[src/hw/sleep_pkg.sv]
package sleep_pkg;

    // ----------------------------------------------------------------
    // Host commands
    // ----------------------------------------------------------------
    localparam logic [7:0] CMD_UNLOCK = 8'hc6;
    localparam logic [7:0] CMD_SET_TIMEOUT = 8'hbd;
    localparam logic [7:0] CMD_LOCK = 8'hc7;
    localparam logic [7:0] CMD_WRITE_OUTCTL = 8'hcf;
    localparam logic [7:0] CMD_READ_OUTCTL = 8'hce;

    // ----------------------------------------------------------------
    // Power-control port fields
    // ----------------------------------------------------------------
    localparam int PWR_OUT0_BIT = 0;
    localparam int PWR_OUT1_BIT = 1;
    localparam int PWR_REQ_BIT = 2;
    localparam int PWR_PARTIAL_BIT = 3;

    // ----------------------------------------------------------------
    // Output power-down control register
    // ----------------------------------------------------------------
    localparam logic [7:0] OUTCTL_RESET = 8'h00;
    localparam int OUTCTL_DELAY_LSB = 0;
    localparam int OUTCTL_DELAY_W = 3;
    localparam int OUTCTL_RESERVED_BIT = 3;
    localparam int OUTCTL_INV0_BIT = 4;
    localparam int OUTCTL_DLY0_BIT = 5;
    localparam int OUTCTL_INV1_BIT = 6;
    localparam int OUTCTL_DLY1_BIT = 7;

    // ----------------------------------------------------------------
    // Timing
    // ----------------------------------------------------------------
    localparam longint CLOCK_HZ = 10000000;
    localparam longint DELAY_TICK_HZ = 16;
    localparam longint IDLE_TICK_S = 8;
    localparam longint DELAY_TICK_CYCLES = CLOCK_HZ / DELAY_TICK_HZ;
    localparam longint IDLE_TICK_CYCLES = IDLE_TICK_S * CLOCK_HZ;

    typedef enum logic [1:0] {
        PWR_ON = 2'b00,
        PWR_PARTIAL = 2'b01,
        PWR_FULL = 2'b11
    } power_state_t;

    typedef struct packed {
        logic dly1;
        logic inv1;
        logic dly0;
        logic inv0;
        logic reserved;
        logic [2:0] delay;
    } outctl_t;

    typedef struct packed {
        logic valid;
        logic [7:0] data;
    } host_byte_t;

endpackage

[src/hw/host_command_decoder.sv]
`timescale 1ns/1ps

// Decodes host command bytes into the setup actions of this block.
module host_command_decoder
    import sleep_pkg::*;
(
    // Clock and reset
    input wire logic i_clock,
    input wire logic i_rst_b,
    // Command port byte stream
    input wire host_byte_t i_cmd,
    // Decoded actions
    output logic o_timeout_wr,
    output logic o_outctl_wr,
    output logic o_outctl_rd,
    output logic [7:0] o_data,
    output logic o_cmd_done
);

    typedef enum logic [1:0] {
        DEC_IDLE = 2'b00,
        DEC_TIMEOUT = 2'b01,
        DEC_OUTCTL = 2'b11
    } dec_state_t;

    dec_state_t state;
    logic unlocked;

    wire logic take = i_cmd.valid;
    wire logic is_unlock = take && state == DEC_IDLE &&
                           i_cmd.data == CMD_UNLOCK;
    wire logic is_lock = take && state == DEC_IDLE &&
                         i_cmd.data == CMD_LOCK;
    wire logic is_timeout_cmd = take && state == DEC_IDLE && unlocked &&
                                i_cmd.data == CMD_SET_TIMEOUT;
    wire logic is_outctl_cmd = take && state == DEC_IDLE &&
                               i_cmd.data == CMD_WRITE_OUTCTL;
    wire logic is_read_cmd = take && state == DEC_IDLE &&
                             i_cmd.data == CMD_READ_OUTCTL;

    always_ff @(posedge i_clock or negedge i_rst_b) begin
        if (!i_rst_b) begin
            state <= DEC_IDLE;
            unlocked <= 1'b0;
            o_timeout_wr <= 1'b0;
            o_outctl_wr <= 1'b0;
            o_outctl_rd <= 1'b0;
            o_data <= 8'h00;
            o_cmd_done <= 1'b0;
        end else begin
            o_timeout_wr <= take && state == DEC_TIMEOUT;
            o_outctl_wr <= take && state == DEC_OUTCTL;
            o_outctl_rd <= is_read_cmd;
            o_cmd_done <= take && !is_timeout_cmd && !is_outctl_cmd;
            if (take) begin
                o_data <= i_cmd.data;
            end
            if (is_unlock) begin
                unlocked <= 1'b1;
            end else if (is_lock) begin
                unlocked <= 1'b0;
            end
            unique case (state)
                DEC_IDLE: begin
                    if (is_timeout_cmd) begin
                        state <= DEC_TIMEOUT;
                    end else if (is_outctl_cmd) begin
                        state <= DEC_OUTCTL;
                    end
                end
                DEC_TIMEOUT, DEC_OUTCTL: begin
                    if (take) begin
                        state <= DEC_IDLE;
                    end
                end
                default: state <= DEC_IDLE;
            endcase
        end
    end

endmodule

[src/hw/self_timed_power.sv]
`timescale 1ns/1ps

module self_timed_power
    import sleep_pkg::*;
#(
    parameter longint unsigned IDLE_CYCLES = IDLE_TICK_CYCLES,
    parameter longint unsigned DELAY_CYCLES = DELAY_TICK_CYCLES
) (
    // Clock and reset
    input wire logic i_clock,
    input wire logic i_rst_b,
    input wire logic i_soft_reset,
    // Host command and data ports
    input wire host_byte_t i_cmd,
    output logic [7:0] o_read_data,
    output logic o_read_valid,
    // Power-control port and host activity
    input wire logic [7:0] i_power_ctl,
    input wire logic i_wake_access,
    input wire logic i_busy,
    // Power state and activity flags
    output power_state_t o_power_state,
    output logic o_activity_owned,
    // General-purpose outputs
    output logic o_aux_output_zero,
    output logic o_aux_output_one
);

    initial begin
        if (IDLE_CYCLES < 2 || DELAY_CYCLES < 2) begin
            $error("self_timed_power: tick periods too short");
        end
    end

    // ----------------------------------------------------------------
    // Command decoding
    // ----------------------------------------------------------------
    logic timeout_wr;
    logic outctl_wr;
    logic outctl_rd;
    logic cmd_done;
    logic [7:0] cmd_data;

    host_command_decoder u_decoder (
        .i_clock(i_clock),
        .i_rst_b(i_rst_b),
        .i_cmd(i_cmd),
        .o_timeout_wr(timeout_wr),
        .o_outctl_wr(outctl_wr),
        .o_outctl_rd(outctl_rd),
        .o_data(cmd_data),
        .o_cmd_done(cmd_done)
    );

    // ----------------------------------------------------------------
    // Registers
    // ----------------------------------------------------------------
    outctl_t outctl;
    logic [7:0] timeout;

    // Soft reset clears the timeout but leaves the output control register.
    always_ff @(posedge i_clock or negedge i_rst_b) begin
        if (!i_rst_b) begin
            outctl <= outctl_t'(OUTCTL_RESET);
            timeout <= 8'h00;
            o_read_data <= 8'h00;
            o_read_valid <= 1'b0;
        end else begin
            if (outctl_wr) begin
                outctl <= outctl_t'(cmd_data);
            end
            if (i_soft_reset) begin
                timeout <= 8'h00;
            end else if (timeout_wr) begin
                timeout <= cmd_data;
            end
            o_read_valid <= outctl_rd;
            if (outctl_rd) begin
                o_read_data <= outctl;
            end
        end
    end

    // ----------------------------------------------------------------
    // Idle timer
    // ----------------------------------------------------------------
    wire logic self_timed_on = (timeout != 8'h00);
    logic ctl_sync1;
    logic ctl_sync2;
    logic ctl_sync3;
    logic [7:0] ctl_q;
    logic [7:0] idle_count;
    logic op_open;
    logic idle_tick;

    // A command byte restarts the idle period; busy restarts it too.
    wire logic restart_idle = i_cmd.valid || cmd_done || i_wake_access ||
                              !self_timed_on;
    tick_divider #(
        .PERIOD(32'(IDLE_CYCLES)),
        .W(32)
    ) u_idle_div (
        .i_clock(i_clock),
        .i_rst_b(i_rst_b),
        .i_restart(restart_idle || op_open),
        .o_tick(idle_tick)
    );

    wire logic idle_expired = self_timed_on && !op_open &&
                              idle_tick &&
                              idle_count == timeout - 8'h01;

    // ----------------------------------------------------------------
    // Power-control port edge detection
    // ----------------------------------------------------------------
    always_ff @(posedge i_clock or negedge i_rst_b) begin
        if (!i_rst_b) begin
            ctl_sync1 <= 1'b0;
            ctl_sync2 <= 1'b0;
            ctl_sync3 <= 1'b0;
            ctl_q <= 8'h00;
        end else begin
            ctl_sync1 <= i_power_ctl[PWR_REQ_BIT];
            ctl_sync2 <= ctl_sync1;
            ctl_sync3 <= ctl_sync2;
            ctl_q <= i_power_ctl;
        end
    end

    wire logic req_rise = ctl_sync2 && ctl_sync3 == 1'b0 &&
                          ctl_sync2 == 1'b1;
    wire logic want_down = req_rise || idle_expired;
    wire power_state_t down_state = ctl_q[PWR_PARTIAL_BIT] ?
                                    PWR_PARTIAL : PWR_FULL;

    always_ff @(posedge i_clock or negedge i_rst_b) begin
        if (!i_rst_b) begin
            idle_count <= 8'h00;
            op_open <= 1'b0;
        end else begin
            // Timing waits until the current operation finishes.
            op_open <= i_busy;
            if (restart_idle || op_open || want_down) begin
                idle_count <= 8'h00;
            end else if (idle_tick) begin
                idle_count <= idle_count + 8'h01;
            end
        end
    end

    // ----------------------------------------------------------------
    // Power state
    // ----------------------------------------------------------------
    wire logic wake = i_wake_access || i_soft_reset;
    power_state_t next_power_state;

    assign next_power_state = (o_power_state != PWR_ON && wake) ? PWR_ON :
                              (o_power_state == PWR_ON && want_down) ?
                              down_state : o_power_state;

    always_ff @(posedge i_clock or negedge i_rst_b) begin
        if (!i_rst_b) begin
            o_power_state <= PWR_ON;
            o_activity_owned <= 1'b0;
        end else begin
            o_power_state <= next_power_state;
            o_activity_owned <= self_timed_on;
        end
    end

    // ----------------------------------------------------------------
    // Return delay after wake from full power-down
    // ----------------------------------------------------------------
    wire logic leave_full = o_power_state == PWR_FULL &&
                            next_power_state != PWR_FULL;
    logic delaying;
    logic [OUTCTL_DELAY_W-1:0] delay_count;
    logic delay_tick;

    tick_divider #(
        .PERIOD(32'(DELAY_CYCLES)),
        .W(32)
    ) u_delay_div (
        .i_clock(i_clock),
        .i_rst_b(i_rst_b),
        .i_restart(leave_full),
        .o_tick(delay_tick)
    );

    wire logic delay_done = delay_count == outctl.delay;

    always_ff @(posedge i_clock or negedge i_rst_b) begin
        if (!i_rst_b) begin
            delaying <= 1'b0;
            delay_count <= '0;
        end else if (leave_full) begin
            delaying <= 1'b1;
            delay_count <= '0;
        end else if (delaying && delay_done) begin
            delaying <= 1'b0;
        end else if (delaying && delay_tick) begin
            delay_count <= delay_count + OUTCTL_DELAY_W'(1);
        end
    end

    // ----------------------------------------------------------------
    // General-purpose outputs
    // ----------------------------------------------------------------
    wire logic in_full = o_power_state == PWR_FULL;
    wire logic normal0 = ctl_q[PWR_OUT0_BIT];
    wire logic normal1 = ctl_q[PWR_OUT1_BIT];
    wire logic hold0 = outctl.inv0 &&
                       (in_full || (delaying && outctl.dly0));
    wire logic hold1 = outctl.inv1 &&
                       (in_full || (delaying && outctl.dly1));

    always_ff @(posedge i_clock or negedge i_rst_b) begin
        if (!i_rst_b) begin
            o_aux_output_zero <= 1'b0;
            o_aux_output_one <= 1'b0;
        end else begin
            o_aux_output_zero <= normal0 ^ hold0;
            o_aux_output_one <= normal1 ^ hold1;
        end
    end

endmodule

[src/hw/tick_divider.sv]
`timescale 1ns/1ps

// Free-running divider giving a one-cycle enable every PERIOD cycles.
module tick_divider
    import sleep_pkg::*;
#(
    parameter int unsigned PERIOD = 16,
    parameter int W = 32
) (
    // Clock and reset
    input wire logic i_clock,
    input wire logic i_rst_b,
    // Control
    input wire logic i_restart,
    // Tick
    output logic o_tick
);

    initial begin
        if (PERIOD < 2 || longint'(PERIOD) >= (64'd1 << W)) begin
            $error("tick_divider: PERIOD does not fit");
        end
    end

    logic [W-1:0] count;
    wire logic at_end = (count == W'(PERIOD - 1));

    always_ff @(posedge i_clock or negedge i_rst_b) begin
        if (!i_rst_b) begin
            count <= '0;
            o_tick <= 1'b0;
        end else if (i_restart) begin
            count <= '0;
            o_tick <= 1'b0;
        end else begin
            count <= at_end ? '0 : count + W'(1);
            o_tick <= at_end;
        end
    end

endmodule

[config.mk]
export PLATFORM = sky130hd
export DESIGN_NAME = self_timed_power
export DESIGN_NICKNAME = d
export VERILOG_FILES = /design/src/hw/sleep_pkg.sv /design/src/hw/host_command_decoder.sv /design/src/hw/self_timed_power.sv /design/src/hw/tick_divider.sv
export SDC_FILE = /design/constraint.sdc
export NUM_CORES = 1
export LEC_CHECK = 0
export BUFFER_PORTS_ARGS = -buffer_cell sky130_fd_sc_hd__buf_2
export CAP_MARGIN = 20
export CORE_ASPECT_RATIO = 2
export CORE_UTILIZATION = 27
export CTS_CLUSTER_SIZE = 14
export DETAILED_ROUTE_END_ITERATION = 10
export GPL_TIMING_DRIVEN = 0
export PLACE_DENSITY = 0.46
export SYNTH_ARGS = -nofsm -noshare
export SYNTH_HDL_FRONTEND = slang
export SYNTH_HIERARCHICAL = 1
export SYNTH_SLANG_ARGS = --single-unit
[constraint.sdc]
create_clock -name i_clock -period 5.9 [get_ports i_clock]
set_input_delay 0.295 -clock i_clock [delete_from_list [all_inputs] [get_ports i_clock]]
set_output_delay 0.295 -clock i_clock [all_outputs]
set_load 0.02 [all_outputs]
==> results of run 1 <==
synthesized netlist by cell type (2+ instances only):
library cell | n | area (um^2)
nor4b_1 | 5 | 43.8
nand4b_1 | 3 | 26.3
o21ai_1 | 3 | 15.0
a21oi_1 | 45 | 225
nand4_2 | 2 | 25.0
or4_1 | 24 | 180
and2_1 | 4 | 25.0
nor2_1 | 49 | 184
mux2i_1 | 11 | 110
and4_1 | 7 | 61.3
or3_2 | 4 | 30.0
nand4_1 | 27 | 169
ha_1 | 6 | 75.1
o31ai_1 | 22 | 165
nand3_1 | 27 | 135
xnor2_1 | 22 | 193
buf_2 | 7 | 35.0
and4_2 | 2 | 20.0
clkbuf_1 | 15 | 56.3
and3_1 | 6 | 37.5
xor2_1 | 22 | 193
or3_1 | 12 | 75.1
and4bb_2 | 2 | 25.0
buf_6 | 3 | 33.8
or2_2 | 2 | 12.5
dfrtp_1 | 130 | 3250
inv_1 | 13 | 48.8
mux2_2 | 25 | 282
nand3b_1 | 2 | 15.0
nor4_1 | 11 | 68.8
nand2_1 | 40 | 150
nor3_1 | 9 | 45.0
o21ai_0 | 17 | 85.1
critical path, stage by stage (launching register included):
cell and delay (ps):
dfrtp_1 490, nor4b_1 500, nand4_1 360, o31ai_1 390, buf_4 250, buf_6 160
nor2_1 60
kinds of logic (layout without fill, tap and decap cells):
logic type / count (synthesis) / after routing / share of synthesized area [%]
flip-flops: 130 / 130 / 50.3
buffers and inverters: 41 / 110 / 2.94
AO/OA/AOI/OAI: 107 / 107 / 10.7
adder cells (fa/ha/maj): 6 / 6 / 1.16
XOR/XNOR: 44 / 44 / 5.96
AND/OR/NAND/NOR: 253 / 253 / 22.9
multiplexers: 36 / 36 / 6.06
flip-flops by register name (all words and copies together) (netlist names), 2 cells and up:
| name | count |
|---|---|
| o_read_data | 8 |
| u_delay_div/count | 32 |
| u_decoder/state | 2 |
| timeout | 8 |
| idle_count | 8 |
| u_decoder/o_data | 8 |
| delay_count | 3 |
| ctl_q | 4 |
| outctl | 8 |
| o_power_state | 2 |
| u_idle_div/count | 32 |
layer usage:
layer  GRT usage, %  vias up  routed length (um)
li1               -     2400                   -
met3           2.93       35                 384
met2           26.1       77                9050
met4           7.93        0                 510
met1           13.5     2487                6000
met5              0        -                   0
cell type report:
cell class / count / share of cell area, %
flip-flops and latches: 130 / 42.4
multi-input cells: 446 / 39.4
clock buffers: 22 / 6.05
well taps: 283 / 4.61
repair buffers: 37 / 3.18
clock inverters: 10 / 1.94
plain buffers: 28 / 1.84
inverters: 13 / 0.636
power breakdown:
| group | total, mW | internal [mW] | switching (mW) |
|---|---|---|---|
| sequential | 0.968 | 0.926 | 0.0417 |
| combinational | 0.125 | 0.0492 | 0.0757 |
| clock | 1.10 | 0.691 | 0.409 |
| total | 2.19 | 1.67 | 0.526 |
what timing repair did:
item | 4_1_cts | 5_1_grt
hold buffers | 6 | 0
resized for setup | 0 | 0
setup endpoints to repair | 0 | 0
endpoints found under the hold margin | 77 | 0
per-stage QoR:
step,util (%),worst slack (ps),cell area (um^2),power [mW],instances
after global placement,29.7,2730,6970,1.10,930
after global routing,32.8,3460,7680,2.27,969
after detailed placement,29.9,3610,7000,1.11,931
after CTS,32.8,3580,7680,2.23,969
final,32.8,3580,7680,2.19,969
after floorplan,-,3840,6460,1.05,617
path summary, 6_finish.rpt:
| path | start | endpoint | slack (ps) | depth (start not counted) |
|---|---|---|---|---|
| setup / recovery | u_idle_div/count[15] | u_idle_div/count[13] | 3580 | 6 |
| hold / removal | i_cmd[0] | u_decoder/o_outctl_rd | 100 | 2 |
| setup reg to reg | u_idle_div/count[15] | u_idle_div/count[13] | 3580 | 6 |
| hold reg to reg | u_decoder/o_outctl_rd | o_read_valid | 370 | 0 |
| max in group asynchronous | i_rst_b | u_idle_div/count[16] | 4690 | 3 |
| min in group asynchronous | i_rst_b | u_delay_div/count[20] | 460 | 2 |
==> summary.txt, run 1 <==
Outcome - finished with violations
Failing checks - DRC
EDFF count, synth - 0
Final setup viols - 0
Post-synthesis register bit count - 130
Min Tclk post-route - 2320 ps
Starting Density - 27.6%
YS warnings - 6
Pleak - 3.12 nW
CP startpoint kind - register
Placeable Area - 23400 um^2
Num CTS Buffers - 17
WL/cell - 16.5 um
N_diodes - 0
# rows - 79
First drt pass iteration count - 7
Fmax - 431 MHz
CTS tree - built
Syn Std Cell Area - 6460 um^2
Ports - 36
DIE HEIGHT - 221 um
Power Density - 286 nW/um^2
Via density - 5.16
Period utilization - 39.4%
Post-CTS Setup Inserts - 0
Nets - 701
Clk pin slew, worst setup/hold paths - 60 ps
Setup Skew - 7.55 ps
First-pass GRT wire length - 26.4 mm
Clock Sinks - 130
Die area - 24600 um^2
Final Hold Slack - 95.0 ps
Final HPWL DP - 11.6 mm
Required @ worst endpoint - 6220 ps
Final hold viol count - 0
HP Class - in -> reg
Syn Inst Count - 617
Reg area - 3250 um^2
Critical path class - reg -> reg
Critical Path AT - 2640 ps
Fraction of layout cells with a size suffix above 1 - 18.1%
Initial antenna violation count - 0
Vias - 4999
Buffer depth of the longest clock path - 2
Vias in the first global route - 5183
Syn nets - 645
Die extent in x - 111 um
Clock latency on the worst-skew pair - 430 ps
Fraction of synthesis flops using an asynchronous set or reset pin - 100%
Max-Cap Viols - 0
Area Overhead vs Synth - 18.7%
Unrepaired setup endpoints after global routing - false
Register area share after synthesis - 50.3%
Number of H-tree levels - 4
Setup TNS - 0 ps
Final Max Tran Viols - 0
Mean Syn Cell Area - 10.5 um^2
# fillers - 2369
Largest net degree at the start of global routing - 74
Drt drc - 4
Worst-Margin Slew - 878 ps
Cell variety after synth - 71
Top FF cell, synth - dfrtp_1
Gr ovfl total - 0
CTS root buf - clkbuf_16
Rel. slew slack - 39.8%
Final WL - 15.9 mm
Leading cell types in the layout, fill and taps excluded - 130 x dfrtp_1, 49 x nor2_1, 45 x a21oi_1
Peak supply drop - 0.240 mV
I/O Buffers - 30
Total Routing Usage GR - 13.8%
Gpl congestion - 0.822
Crit. End Element - register
Initial DRC count - 211
Multi-input gate area - 3020 um^2
Commonest non-fill, non-tap cell in the layout - dfrtp_1
CP max FO - 10
Detail Route Antenna Nets - 0
Note: power is estimated with default switching activity, not from simulation.
==> run 2: changes to the inputs <==
- ABC_AREA: default -> 1
- clock period: 5.9 -> 2.4 ns (I/O delays scaled with it)
==> run 2 against run 1 <==
Compared with the run above: the run now ends clean; sequential power grew 150%; via count rose by 21%; power up 150%; synthesized area grew 9.3%; setup slack worse by 3300 ps; routed wire length increased by 22%; final cell count grew 43%.
==> summary.txt, run 2 <==
# rows - 83
Syn nets - 993
Vias in the first global route - 6212
N_diodes - 0
Required @ worst endpoint - 2750 ps
Share of the synthesized area in the top cell type - 46.0%
Critical path class - reg -> reg
Final Hold Slack - 25.1 ps
DIE HEIGHT - 231 um
Commonest cells in the netlist - 306 x nand2_1, 197 x nor2_1, 130 x dfrtp_1
Cells after DPL - 1337
Fraction of synthesis flops using an asynchronous set or reset pin - 100%
CP Cell Sequence - inv_2, ha_4, nand2_1, nor2_1, nand2_1, nand2_1, nand3_2, nor2_2, nand2_1, nand2_2, nand2_1, nand2_2, nand2_2, nand2_2, inv_2, buf_6, nor3b_2
Hold Path Cell Cnt - 4
Sw power - 1.56 mW
Mean Syn Cell Area - 7.32 um^2
Via density - 4.35
Max-Cap Viols - 0
Post-synthesis register bit count - 130
Internal power - 3.84 mW
Buffer depth of the longest clock path - 2
Final Max Tran Viols - 0
Final core occ - 33.1%
Gr ovfl total - 0
CTS root buf - clkbuf_16
R2R Setup Slk - 260 ps
Area Overhead vs Synth - 20.2%
Final worst setup slack - 265 ps
Nets - 1061
Initial DRC count - 298
Sw frac - 28.9%
Biggest regs - u_delay_div/count: 32 flops, u_idle_div/count: 32 flops
Rel. slew slack - 59.2%
Fmax - 468 MHz
Power Total - 5.40 mW
Cell variety after synth - 30
CTS tree - built
EDFF count, synth - 0
Drt drc - 0
Final setup viols - 0
Vias - 6028
Syn Inst Count - 965
RR Endpoint - u_delay_div/count[2]
Critical path's largest stage delay - 400 ps
WL/cell - 14.0 um
Flop pwr share - 44.5%
Leading cell types in the layout, fill and taps excluded - 303 x nand2_1, 196 x nor2_1, 130 x dfrtp_1
Die area - 26900 um^2
Part of the power in combinational logic - 9.1%
Post-synth top area cell - dfrtp_1
Clock Sinks - 130
I/O Buffers - 31
Critical R2R Launch - timeout[1]
Num CTS Buffers - 17
First drt pass iteration count - 4
Die extent in x - 116 um
Total Routing Usage GR - 15.8%
Synth top area cells - dfrtp_1 46%, nand2_1 16%, nor2_1 10%
Detail Route Antenna Nets - 0
Clk pin slew, worst setup/hold paths - 70 ps
Worst-Margin Slew - 612 ps
Gpl congestion - 0.895
CP max FO - 10
Peak supply drop - 0.541 mV
Dpl ws - -232 ps
Crit. End Element - register
Register area share after synthesis - 46.0%
Starting Density - 27.5%
Clock latency on the worst-skew pair - 430 ps
Period utilization - 89.0%
Commonest non-fill, non-tap cell in the layout - nand2_1
First-pass GRT wire length - 31.2 mm
Top FF cell, synth - dfrtp_1
Min Tclk post-route - 2140 ps
Ports - 36
Unrepaired setup endpoints after global routing - false
Critical Path End - u_delay_div/count[2]
Most common cell in the netlist - nand2_1
Placeable Area - 25700 um^2
Share of total power in the clock network - 46.4%
Pleak - 3.85 nW
YS warnings - 6
HP Class - in -> reg
Fraction of layout cells with a size suffix above 1 - 14.3%
Register-to-Register Path Depth - 17
Final hold viol count - 0
Outcome - complete, no violations
Largest net degree at the start of global routing - 69
Critical Path Start - timeout[1]
CP startpoint kind - register
# fillers - 2747
Critical Path AT - 2490 ps
Final HPWL DP - 15.3 mm
Crit-path most repeated cell - nand2_1
Power Density - 635 nW/um^2
Syn Std Cell Area - 7070 um^2
Slowest stage cell, crit path - dfrtp_1
Initial antenna violation count - 0
Setup Skew - 7.02 ps
Final WL - 19.5 mm
Number of H-tree levels - 4
Finished Layout Cells - 1386
[run 2: cell types whose count changed in the layout (fill, tap and decap cells not counted), moves of 25 or more]
cell and change:
mux2_2 -25, nor2_1 +147, inv_1 +79, nand4_1 -27
nand2_1 +263, nand3_1 +33
[run 2: how the worst min path moves through the flow]
stage                     slack [ps]           start          endpoint
final                             30   i_wake_access  o_power_state[1]
after CTS                          5   i_wake_access  o_power_state[1]
after global routing              20   i_wake_access  o_power_state[1]
after detailed placement         150         i_rst_b      o_read_valid
after floorplan                 -180         i_rst_b          ctl_q[0]
after global placement           230  i_power_ctl[0]          ctl_q[0]
[run 2: kinds of logic after synthesis]
group,count (synthesis),synth area share (%)
xor+xnor,38,4.71
fa+ha+maj,6,1.06
simple gates,627,38.2
flops,130,46.0
buf+inv,116,6.48
compound gates,48,3.49
[run 2: area by class of cell]
| class | count | area, um^2 | area share [%] |
|---|---|---|---|
| Inverter | 104 | 393 | 4.63 |
| Buffer | 11 | 76.3 | 0.899 |
| Clock buffer | 17 | 425 | 5.01 |
| Clock inverter | 15 | 141 | 1.66 |
| Timing Repair Buffer | 50 | 357 | 4.20 |
| Tap cell | 340 | 425 | 5.01 |
| Sequential cell | 130 | 3250 | 38.3 |
| Multi-Input combinational cell | 719 | 3420 | 40.3 |
[run 2: metal layers]
metal  share of wire, %  track usage (%)
met1                 35             14.2
met2                 58             31.1
met3                1.7             2.76
met4                5.3             9.42
met5                  0                0
[run 2: power groups by stage]
stage	Clock [mW]	Combinational, mW	Sequential, mW
final	2.51	0.491	2.40
after global routing	2.68	0.562	2.42
after CTS	2.59	0.496	2.40
after detailed placement	0	0.476	2.44
after global placement	0	0.467	2.44
after floorplan	0	0.299	2.43
[run 2: what timing repair did]
item                                    CTS  global route
setup buffers                             1             4
endpoints found under the hold margin    75             0
endpoints found under the setup margin   43            43
hold buffers                             13             0
resized for setup                         8            19
pin swaps                                 0             4
[run 2: stage by stage]
step,TNS (ps),cell area (um^2)
3_3_place_gp,-99970,7650
4_1_cts,0,8400
2_1_floorplan,0,7070
5_1_grt,0,8490
3_5_place_dp,-6740,7680
6_report,0,8490
[run 2: worst max-delay path, delay by kind of cell (launching register included)]
family / cells / cell delay [ps]
flops: 1 / 400
fa+ha+maj: 1 / 170
buf+inv: 3 / 310
simple gates: 13 / 1180
